[src/design/drive_input_pkg.sv]
package drive_input_pkg;
  localparam int NUM_INPUTS = 7;
  localparam int FUNC_W     = 8;
  localparam int SRC_W      = 4;
  localparam int STOP_W     = 2;
  localparam int FREQ_W     = 16;
  // input function codes
  localparam logic [7:0] FN_HIGH_SLIP    = 8'h68;
  localparam logic [7:0] FN_SECOND_JOG_INPUT         = 8'h69;
  localparam logic [7:0] FN_DRIVE_ENABLE = 8'h6A;
  localparam logic [7:0] FN_SERIAL_SEL   = 8'h6B;
  localparam logic [7:0] FN_SERIAL_SEL_N = 8'h6C;
  localparam logic [7:0] FN_AUTO_MODE    = 8'h6D;
  localparam logic [7:0] FN_HAND_MODE    = 8'h6E;
  localparam logic [7:0] FN_BYPASS_EN    = 8'h70;
  localparam logic [7:0] FN_COMM_TEST    = 8'h67;
  localparam logic [3:0] SRC_TERMINALS   = 4'h1;
  // speed reference selection codes
  localparam logic [1:0] REF_CONFIGURED  = 2'h0;
  localparam logic [1:0] REF_KEYPAD      = 2'h1;
  localparam logic [1:0] REF_SERIAL      = 2'h2;
  localparam logic [1:0] REF_JOG         = 2'h3;
  typedef enum logic [1:0] {SELF_IDLE, SELF_RUN, SELF_PASS, SELF_FAIL} self_test_t;
endpackage

[src/design/func_decode_if.sv]
`timescale 1ns/1ps
interface func_decode_if #(parameter int N = drive_input_pkg::NUM_INPUTS);
  logic [N-1:0] contact;
  logic         high_slip_in;
  logic         high_slip_used;
  logic         second_jog_input_in;
  logic         second_jog_input_used;
  logic         enable_in;
  logic         enable_used;
  logic         serial_sel_in;
  logic         serial_sel_used;
  logic         auto_in;
  logic         auto_used;
  logic         hand_in;
  logic         hand_used;
  logic         bypass_in;
  logic         bypass_used;
  logic         comm_test_used;
  modport decoder (input contact, output high_slip_in, high_slip_used, second_jog_input_in, second_jog_input_used,
                   enable_in, enable_used, serial_sel_in, serial_sel_used, auto_in, auto_used,
                   hand_in, hand_used, bypass_in, bypass_used, comm_test_used);
  modport user    (output contact, input high_slip_in, high_slip_used, second_jog_input_in, second_jog_input_used,
                   enable_in, enable_used, serial_sel_in, serial_sel_used, auto_in, auto_used,
                   hand_in, hand_used, bypass_in, bypass_used, comm_test_used);
endinterface

[src/design/drive_input_function_logic.sv]
`timescale 1ns/1ps
// How it works
// - failed loopback test raises alarm and fault output
// - brake input closed while running starts braking
// - braking holds until drive fully stopped
// - second jog without three-wire flags conflict
// - second jog ramps to jog reference
// - open enable blocks run, shows message
// - run held before enable needs recycling
// - enable opening while running stops drive
// - serial select closed picks serial port
// - inverted select closed picks terminals
// - source change applied only while stopped
// - hand closed picks keypad speed source
// - auto open picks keypad speed source
// - hand/auto leave run source alone
// - auto and hand together flag conflict
// - open bypass blocks run, shows message while run is given
// - bypass needs no run command cycling
// - bypass opening while running stops drive
module drive_input_function_logic
  import drive_input_pkg::*;
#(
  parameter int N = NUM_INPUTS
) (
  input  wire logic                  ref_clk,
  input  wire logic                  arst_n,
  input  wire logic [N-1:0]          contact_closed,
  input  wire logic [N*FUNC_W-1:0]   input_function_select,
  input  wire logic [SRC_W-1:0]      freq_ref_source_select,
  input  wire logic [SRC_W-1:0]      run_cmd_source_select,
  input  wire logic [STOP_W-1:0]     stop_method_select,
  input  wire logic                  three_wire_mode,
  input  wire logic                  three_wire_reverse,
  input  wire logic                  terminal_run,
  input  wire logic                  serial_run,
  input  wire logic                  drive_running,
  input  wire logic                  drive_stopped,
  input  wire logic                  self_test_start,
  input  wire logic                  loopback_done,
  input  wire logic                  loopback_ok,
  input  wire logic [FREQ_W-1:0]     jog_freq_reference,
  output logic                       run_permit,
  output logic                       stop_request,
  output logic [STOP_W-1:0]          stop_method,
  output logic                       high_slip_brake,
  output logic                       jog_active,
  output logic                       jog_reverse,
  output logic [FREQ_W-1:0]          jog_target,
  output logic                       run_from_serial,
  output logic [1:0]                 speed_ref_select,
  output logic                       not_enabled_message,
  output logic                       config_conflict_fault,
  output logic                       comm_test_pass,
  output logic                       comm_error_alarm,
  output logic                       fault_output
);

  if (N < 1 || N > 16) begin : g_chk
    $error("input count out of range");
  end

  func_decode_if #(.N(N)) dec_bus ();
  assign dec_bus.contact = contact_closed;

  func_decoder #(.N(N)) u_dec (
    .input_function_select (input_function_select),
    .dec                   (dec_bus)
  );

  logic       hsb_reg, hsb_next;
  logic       serial_reg;
  logic       run_seen_reg;
  logic       blocked_reg, blocked_next;
  logic       conflict_reg;
  self_test_t test_reg, test_next;
  logic [FREQ_W-1:0] jog_reg;
  logic       jog_rev_reg;
  logic       jog_on_reg;

  // decoded run command from the currently latched source
  wire logic run_cmd     = serial_reg ? serial_run : terminal_run;
  wire logic enable_ok   = !dec_bus.enable_used || dec_bus.enable_in;
  wire logic bypass_ok   = !dec_bus.bypass_used || dec_bus.bypass_in;
  wire logic run_rise    = run_cmd && !run_seen_reg;
  wire logic conflict_now = (dec_bus.second_jog_input_used && !three_wire_mode)
                          || (dec_bus.auto_used && dec_bus.hand_used);
  wire logic hsb_start   = dec_bus.high_slip_in && drive_running;

  // a gate only counts when its code is assigned and no contact closes it
  function automatic logic gate_open(input logic used, input logic closed);
    gate_open = used && !closed;
  endfunction
  wire logic enable_open = gate_open(dec_bus.enable_used, dec_bus.enable_in);
  wire logic bypass_open = gate_open(dec_bus.bypass_used, dec_bus.bypass_in);

  // enable gate: a run present while enable is open stays blocked until it drops
  always_comb begin
    blocked_next = blocked_reg;
    if (!run_cmd || !dec_bus.enable_used) begin
      blocked_next = 1'b0;
    end else if (!enable_ok && dec_bus.enable_used) begin
      blocked_next = 1'b1;
    end
  end

  assign hsb_next = hsb_reg ? !drive_stopped : hsb_start;

  always_comb begin
    test_next = test_reg;
    unique case (test_reg)
      SELF_IDLE: begin
        if (self_test_start && dec_bus.comm_test_used) test_next = SELF_RUN;
      end
      SELF_RUN: begin
        if (loopback_done) test_next = loopback_ok ? SELF_PASS : SELF_FAIL;
      end
      SELF_PASS: begin
        test_next = SELF_PASS;
      end
      SELF_FAIL: begin
        test_next = SELF_FAIL;
      end
    endcase
  end

  always_ff @(posedge ref_clk or negedge arst_n) begin
    if (!arst_n) begin
      hsb_reg      <= 1'b0;
      blocked_reg  <= 1'b0;
      run_seen_reg <= 1'b0;
      conflict_reg <= 1'b0;
      test_reg     <= SELF_IDLE;
    end else begin
      hsb_reg      <= hsb_next;
      blocked_reg  <= blocked_next;
      run_seen_reg <= run_cmd;
      conflict_reg <= conflict_now;
      test_reg     <= test_next;
    end
  end

  // source swap waits for standstill so a running drive never changes masters
  always_ff @(posedge ref_clk or negedge arst_n) begin
    if (!arst_n) begin
      serial_reg <= 1'b0;
    end else if (drive_stopped) begin
      serial_reg <= dec_bus.serial_sel_used && dec_bus.serial_sel_in;
    end
  end

  always_ff @(posedge ref_clk or negedge arst_n) begin
    if (!arst_n) begin
      jog_on_reg  <= 1'b0;
      jog_rev_reg <= 1'b0;
      jog_reg     <= '0;
    end else begin
      jog_on_reg  <= dec_bus.second_jog_input_in && three_wire_mode && !conflict_now;
      jog_rev_reg <= three_wire_reverse;
      jog_reg     <= jog_freq_reference;
    end
  end

  // run needs both gates; bypass only looks at levels, so no cycling is needed
  wire logic enable_path = enable_ok && !blocked_next;
  assign run_permit   = run_cmd && enable_path && bypass_ok
                        && !conflict_reg && !hsb_reg;
  assign stop_request = drive_running && ((dec_bus.enable_used && !dec_bus.enable_in)
                        || (dec_bus.bypass_used && !dec_bus.bypass_in));
  assign stop_method  = stop_method_select;
  assign high_slip_brake = hsb_reg;
  assign jog_active   = jog_on_reg;
  assign jog_reverse  = jog_rev_reg;
  assign jog_target   = jog_reg;
  assign run_from_serial = serial_reg;

  // hand/auto only steer the speed reference
  wire logic keypad_sel = (dec_bus.hand_used && dec_bus.hand_in)
                        || (dec_bus.auto_used && !dec_bus.auto_in);
  assign speed_ref_select = jog_on_reg ? REF_JOG
                          : keypad_sel ? REF_KEYPAD
                          : serial_reg ? REF_SERIAL : REF_CONFIGURED;

  // the message covers the normal gate regardless of run, bypass only with run
  assign not_enabled_message = (dec_bus.enable_used && !dec_bus.enable_in)
                             || (dec_bus.bypass_used && !dec_bus.bypass_in && run_cmd);
  assign config_conflict_fault = conflict_reg;
  assign comm_test_pass   = (test_reg == SELF_PASS);
  assign comm_error_alarm = (test_reg == SELF_FAIL);
  assign fault_output     = (test_reg == SELF_FAIL) || conflict_reg;
endmodule

[src/design/func_decoder.sv]
`timescale 1ns/1ps
module func_decoder
  import drive_input_pkg::*;
#(
  parameter int N = NUM_INPUTS
) (
  input  wire logic [N*FUNC_W-1:0] input_function_select,
  func_decode_if.decoder           dec
);
  logic [N-1:0] m_hsb, m_jog, m_en, m_ser, m_sern, m_auto, m_hand, m_byp, m_test;

  function automatic logic is_code(input logic [FUNC_W-1:0] v, input logic [FUNC_W-1:0] c);
    is_code = (v == c);
  endfunction

  // one comparator bank per terminal
  for (genvar i = 0; i < N; i++) begin : g_in
    wire logic [FUNC_W-1:0] f = input_function_select[i*FUNC_W +: FUNC_W];
    assign m_hsb[i]  = is_code(f, FN_HIGH_SLIP);
    assign m_jog[i]  = is_code(f, FN_SECOND_JOG_INPUT);
    assign m_en[i]   = is_code(f, FN_DRIVE_ENABLE);
    assign m_ser[i]  = is_code(f, FN_SERIAL_SEL);
    assign m_sern[i] = is_code(f, FN_SERIAL_SEL_N);
    assign m_auto[i] = is_code(f, FN_AUTO_MODE);
    assign m_hand[i] = is_code(f, FN_HAND_MODE);
    assign m_byp[i]  = is_code(f, FN_BYPASS_EN);
    assign m_test[i] = is_code(f, FN_COMM_TEST);
  end

  // several terminals on one function behave as a wired or of their contacts; inverted serial select terminals or their open contacts
  assign dec.high_slip_used  = |m_hsb;
  assign dec.high_slip_in    = |(m_hsb & dec.contact);
  assign dec.second_jog_input_used       = |m_jog;
  assign dec.second_jog_input_in         = |(m_jog & dec.contact);
  assign dec.enable_used     = |m_en;
  assign dec.enable_in       = |(m_en & dec.contact);
  assign dec.serial_sel_used = |(m_ser | m_sern);
  assign dec.serial_sel_in   = |(m_ser & dec.contact) | |(m_sern & ~dec.contact);
  assign dec.auto_used       = |m_auto;
  assign dec.auto_in         = |(m_auto & dec.contact);
  assign dec.hand_used       = |m_hand;
  assign dec.hand_in         = |(m_hand & dec.contact);
  assign dec.bypass_used     = |m_byp;
  assign dec.bypass_in       = |(m_byp & dec.contact);
  assign dec.comm_test_used  = |m_test;
endmodule

[config.mk]
export PLATFORM = sky130hd
export DESIGN_NAME = drive_input_function_logic
export DESIGN_NICKNAME = d
export VERILOG_FILES = /design/src/design/drive_input_pkg.sv /design/src/design/func_decode_if.sv /design/src/design/drive_input_function_logic.sv /design/src/design/func_decoder.sv
export SDC_FILE = /design/constraint.sdc
export NUM_CORES = 1
export LEC_CHECK = 0
export BUFFER_PORTS_ARGS = -buffer_cell sky130_fd_sc_hd__buf_2
export CORE_UTILIZATION = 44
export CTS_CLUSTER_SIZE = 25
export DETAILED_ROUTE_END_ITERATION = 12
export PLACE_DENSITY = 0.91
export SLEW_MARGIN = 0
export SYNTH_ARGS = -nofsm -noshare
export SYNTH_HDL_FRONTEND = slang
export SYNTH_HIERARCHICAL = 1
export SYNTH_SLANG_ARGS = --single-unit
[constraint.sdc]
create_clock -name ref_clk -period 1.9 [get_ports ref_clk]
set_clock_uncertainty 0.15 [all_clocks]
set_input_delay 0.095 -clock ref_clk [delete_from_list [all_inputs] [get_ports ref_clk]]
set_output_delay 0.095 -clock ref_clk [all_outputs]
set_load 0.05 [all_outputs]
After elaboration in Yosys (flattened, before gate mapping) --
Cells that the tools add are included.
Word-level totals: register bits 24, input bits 100, output and inout port bits 31, word-level logic and storage cells 155
Cells by class: eq/ne operators 68, muxes and demuxes 11, bitwise logic cells 11, reduce and logical (&&, ||, !) cells 57
Operators by type and width (count):
- == test 8 x 7 -> 1 bit (second input constant) | 63
- OR reduction 7 bit | 15
- AND 7 bit | 8
- logical AND 1 bit | 19
- zero test 1 bit | 13
- two-way mux 2 bit | 5
- logical OR 1 bit | 8
- one-hot mux 2 bit (4 select lines) | 1
- NOT 7 bit | 1
- OR 7 bit | 1
- two-way mux 1 bit | 5
- == test 2 bit (second input constant) | 2
- != test 2 bit (second input constant) | 2
- == test 2 x 1 -> 1 bit (second input constant) | 1
- zero test 2 bit | 1
- AND reduction 2 bit | 1
- OR 1 bit | 1

Depth between registers and ports, before layout --
depth in word-level cells 14, gate-level depth with buffers 8, gate-level depth less buffers 7

Modules after synthesis --
Netlist, hierarchy kept.
Modules (own cells, without submodules):
- func_decoder | instances 1, cells an instance 184, area an instance 1407.6 um^2, sequential area each 0.0 um^2
- drive_input_function_logic | instances 1, cells an instance 57, area an instance 815.8 um^2, sequential area each 600.6 um^2

Least setup slack after synthesis --
No wires, ideal clock.
path type input to output, start input input_function_select[2], end output stop_request, arrival 1884 ps, data required time 1655 ps, slack -229 ps, stages on the path 7, path buffers 0, cell sequence and4bb_4 -> and2_4 -> a32o_1 -> a221oi_2 -> nand3_1 -> nand2b_1 -> a21boi_1
On the way: longest elaborated chain between the ends 7, elaborated cells on any way between the ends 14, those cells by class 2 x eq/ne; 2 x bitwise; 10 x reduce/logical
RTL lines:
- start, declared | RTL line drive_input_function_logic.sv:29 | input wire logic [N*FUNC_W-1:0] input_function_select,
- == test 8 x 7 -> 1 bit | RTL line func_decoder.sv:13 | is_code = (v == c);
- AND 7 bit | RTL line func_decoder.sv:36 | assign dec.enable_in = |(m_en & dec.contact);
- OR reduction 7 bit | RTL line func_decoder.sv:36
- via dec_bus.enable_in | RTL line func_decode_if.sv:8 | logic enable_in;
- zero test 1 bit | RTL line drive_input_function_logic.sv:168 | assign stop_request = drive_running && ((dec_bus.enable_used && !dec_bus.enable_in)
- logical AND 1 bit | RTL line drive_input_function_logic.sv:168
- logical OR 1 bit | RTL line drive_input_function_logic.sv:169 | || (dec_bus.bypass_used && !dec_bus.bypass_in));
- logical AND 1 bit | RTL line drive_input_function_logic.sv:168
- end, declared | RTL line drive_input_function_logic.sv:44 | output logic stop_request,
The timed path passes the listed nets, and every way through them passes these cells.

Worst setup path after layout --
start input input_function_select[15], end output run_permit
On the way: elaborated cells on any way between the ends 23, those cells by class 2 x eq/ne; 2 x mux; 2 x bitwise; 17 x reduce/logical
RTL lines:
- == test 8 x 7 -> 1 bit | RTL line func_decoder.sv:13
- AND 7 bit | RTL line func_decoder.sv:44 | assign dec.bypass_in = |(m_byp & dec.contact);
- OR reduction 7 bit | RTL line func_decoder.sv:44
- via dec_bus.bypass_in | RTL line func_decode_if.sv:16 | logic bypass_in;
- logical OR 1 bit | RTL line drive_input_function_logic.sv:84 | wire logic bypass_ok = !dec_bus.bypass_used || dec_bus.bypass_in;
- logical AND 1 bit | RTL line drive_input_function_logic.sv:166 | assign run_permit = run_cmd && enable_path && bypass_ok
- logical AND 1 bit (2 in a row) | RTL line drive_input_function_logic.sv:167 | && !conflict_reg && !hsb_reg;
- end, declared | RTL line drive_input_function_logic.sv:43 | output logic run_permit,
The timed path passes the listed nets, and every way through them passes these cells.

==> out/qor.yml <==
outcome: "complete, but fails checks"
violations: "negative setup slack"
clk_path_buf_depth: 2
finalHoldWorstSlack_ns: 0.0401
achievable-frequency_ghz: 0.506
wirelength_mm: 8.75
grt_pass1_vias: 2907
yosys_warnings: 6
syn_inst: 236
diodes: 0
fin_cells: 491
fin_ws_ns: -0.0776
htree_levels: 1
min_to: "stop_method[0]"
syn_avg_cell_area_um2: 9.28
regToRegSetupSlack_ns: 0.77
grt_setup_unrepaired: "true"
fp-row-count: 25
r2r-start: "run_from_serial"
insertion_delay_ns: 0.26
start_util_pct: 46.1
drv_cap: 0
worstSetupPathType: "in -> out"
die_height_um: 72.6
die_w_um: 72.6
io_buffer_count: 118
whs_path_depth: 0
synthesis.area_um2: 2190
ant_nets: 0
gp_congestion: 0.981
drv_slew: 0
worst_slew_pin_slew_ns: 0.503
drtPass1Iterations: 5
fillers: 354
grt_usage_pct: 33.4
dieArea_um2: 5270
r2r_end: "blocked_reg"
crit_fanout: 3
grt.overflow.total: 0
r2r_cells: 2
drive_gt1_share_pct: 49.8
powerDensity_nw_per_um2: 475
period_share_pct: 104
p_total_w: 0.00171
ctsRootBufferMaster: "clkbuf_8"
setup_viol: 3
seq_area_um2: 601
clock_sinks: 24
antenna_found_initial: 0
critPathRequiredTime_ns: 1.65
grt_max_degree: 25
worstPathArrival_ns: 1.73
hold_class: "in -> out"
numCtsBuffers: 3
peakVddDrop_uv: 399
layout_min_cycle_time_ns: 1.98
leakagePower_nw: 1.70
area_delta_synth_final_pct: 64.3
multi_input_area_um2: 1580
start_kind: "input pin"
drc: 0
cts_tree: "done"
pin_count: 131
crit_path_end_kind: "primary output"
dp_cells: 463
dp_hpwl_mm: 6.83
vias: 2934
grt_pass1_wl_mm: 13.6
layout.nets: 525
syn-num-nets: 336
drtIter0Drc: 234
largest_reg_flops: 16
slew_headroom_pct: 66.0
wire_per_inst_um: 17.8
core_area_um2: 4750
hold_viol: 0
min_from: "stop_method_select[0]"
via_per_inst: 5.98
[cells in the final DEF, fill, tap and decap left out, types with 4 or more instances in the layout]
| cell type | instances |
|---|---|
| nor4bb_1 | 8 |
| dfrtp_1 | 24 |
| nand2b_4 | 4 |
| nor4b_2 | 4 |
| inv_1 | 9 |
| a32oi_1 | 5 |
| nand3_1 | 13 |
| buf_2 | 112 |
| a21oi_1 | 4 |
| nand2_1 | 16 |
| nor2_1 | 16 |
| a22oi_1 | 8 |
| o21ai_0 | 4 |
| nand4b_1 | 5 |
| nor2b_1 | 6 |
| buf_6 | 4 |
| nor3_1 | 6 |
| a32o_1 | 5 |
| nand4_1 | 18 |
| buf_4 | 51 |
| and4b_1 | 6 |
| and3b_1 | 4 |
| and4bb_2 | 7 |
| dlygate4sd3_1 | 23 |
[through the flow]
stage               setup TNS, ns  cell area (um2)  setup WS (ns)  util (%)
finish                     -0.133             3600        -0.0776      75.7
global route               -0.438             3600         -0.145      75.7
CTS                       -0.0341             3580        -0.0341      75.3
detailed placement         -0.436             3200         -0.179      67.4
global placement           -0.182             3200        -0.0969      67.4
floorplan                 -0.0304             2200        -0.0304         -
[per-layer routing]
metal	track usage, %	wire length [um]	vias up
met5	0	0	-
met4	15.3	411	0
met3	5.56	795	45
met2	58.7	4140	201
met1	39.5	3400	1339
li1	-	-	1349
[where the power goes]
part | leakage, nW | switching (W) | internal, W | total [W]
sequential | 0.290 | 0.0000234 | 0.000545 | 0.000568
clock | 0.0357 | 0.000150 | 0.000281 | 0.000431
combinational | 1.38 | 0.000438 | 0.000273 | 0.000711
total | 1.70 | 0.000611 | 0.00110 | 0.00171
[what timing repair did]
item / in CTS / in global routing
gates resized for setup: 14 / 4
hold buffers: 23 / 0
hold endpoints to repair: 47 / 0
pin swaps: 1 / 1
endpoints found under the setup margin: 4 / 5
buffers inserted: 1 / 0
[how the worst max path moves through the flow]
stage / startpoint / end / slack [ns] / depth (start not counted)
final: input_function_select[15] / run_permit / -0.08 / 9
after global routing: input_function_select[15] / run_permit / -0.15 / 9
after CTS: input_function_select[15] / run_permit / -0.03 / 9
after detailed placement: input_function_select[15] / run_permit / -0.18 / 9
after global placement: input_function_select[15] / run_permit / -0.1 / 9
after floorplan: input_function_select[15] / run_permit / -0.03 / 7
[critical path, cell delays in order]
cell	delay [ns]
buf_6	0.09
nand2b_4	0.13
or3_4	0.34
nor4_4	0.26
a222oi_1	0.16
o211ai_1	0.11
nand2b_4	0.17
o2111a_1	0.21
buf_6	0.16
[area by class of cell]
class | count | area share, %
Clock buffer | 3 | 1.15
Clock inverter | 1 | 0.834
Inverter | 9 | 0.938
Multi-Input combinational cell | 196 | 44.0
Sequential cell | 24 | 16.7
Tap cell | 67 | 2.33
Timing Repair Buffer | 191 | 34.1
(Power assumes the default switching activity.)
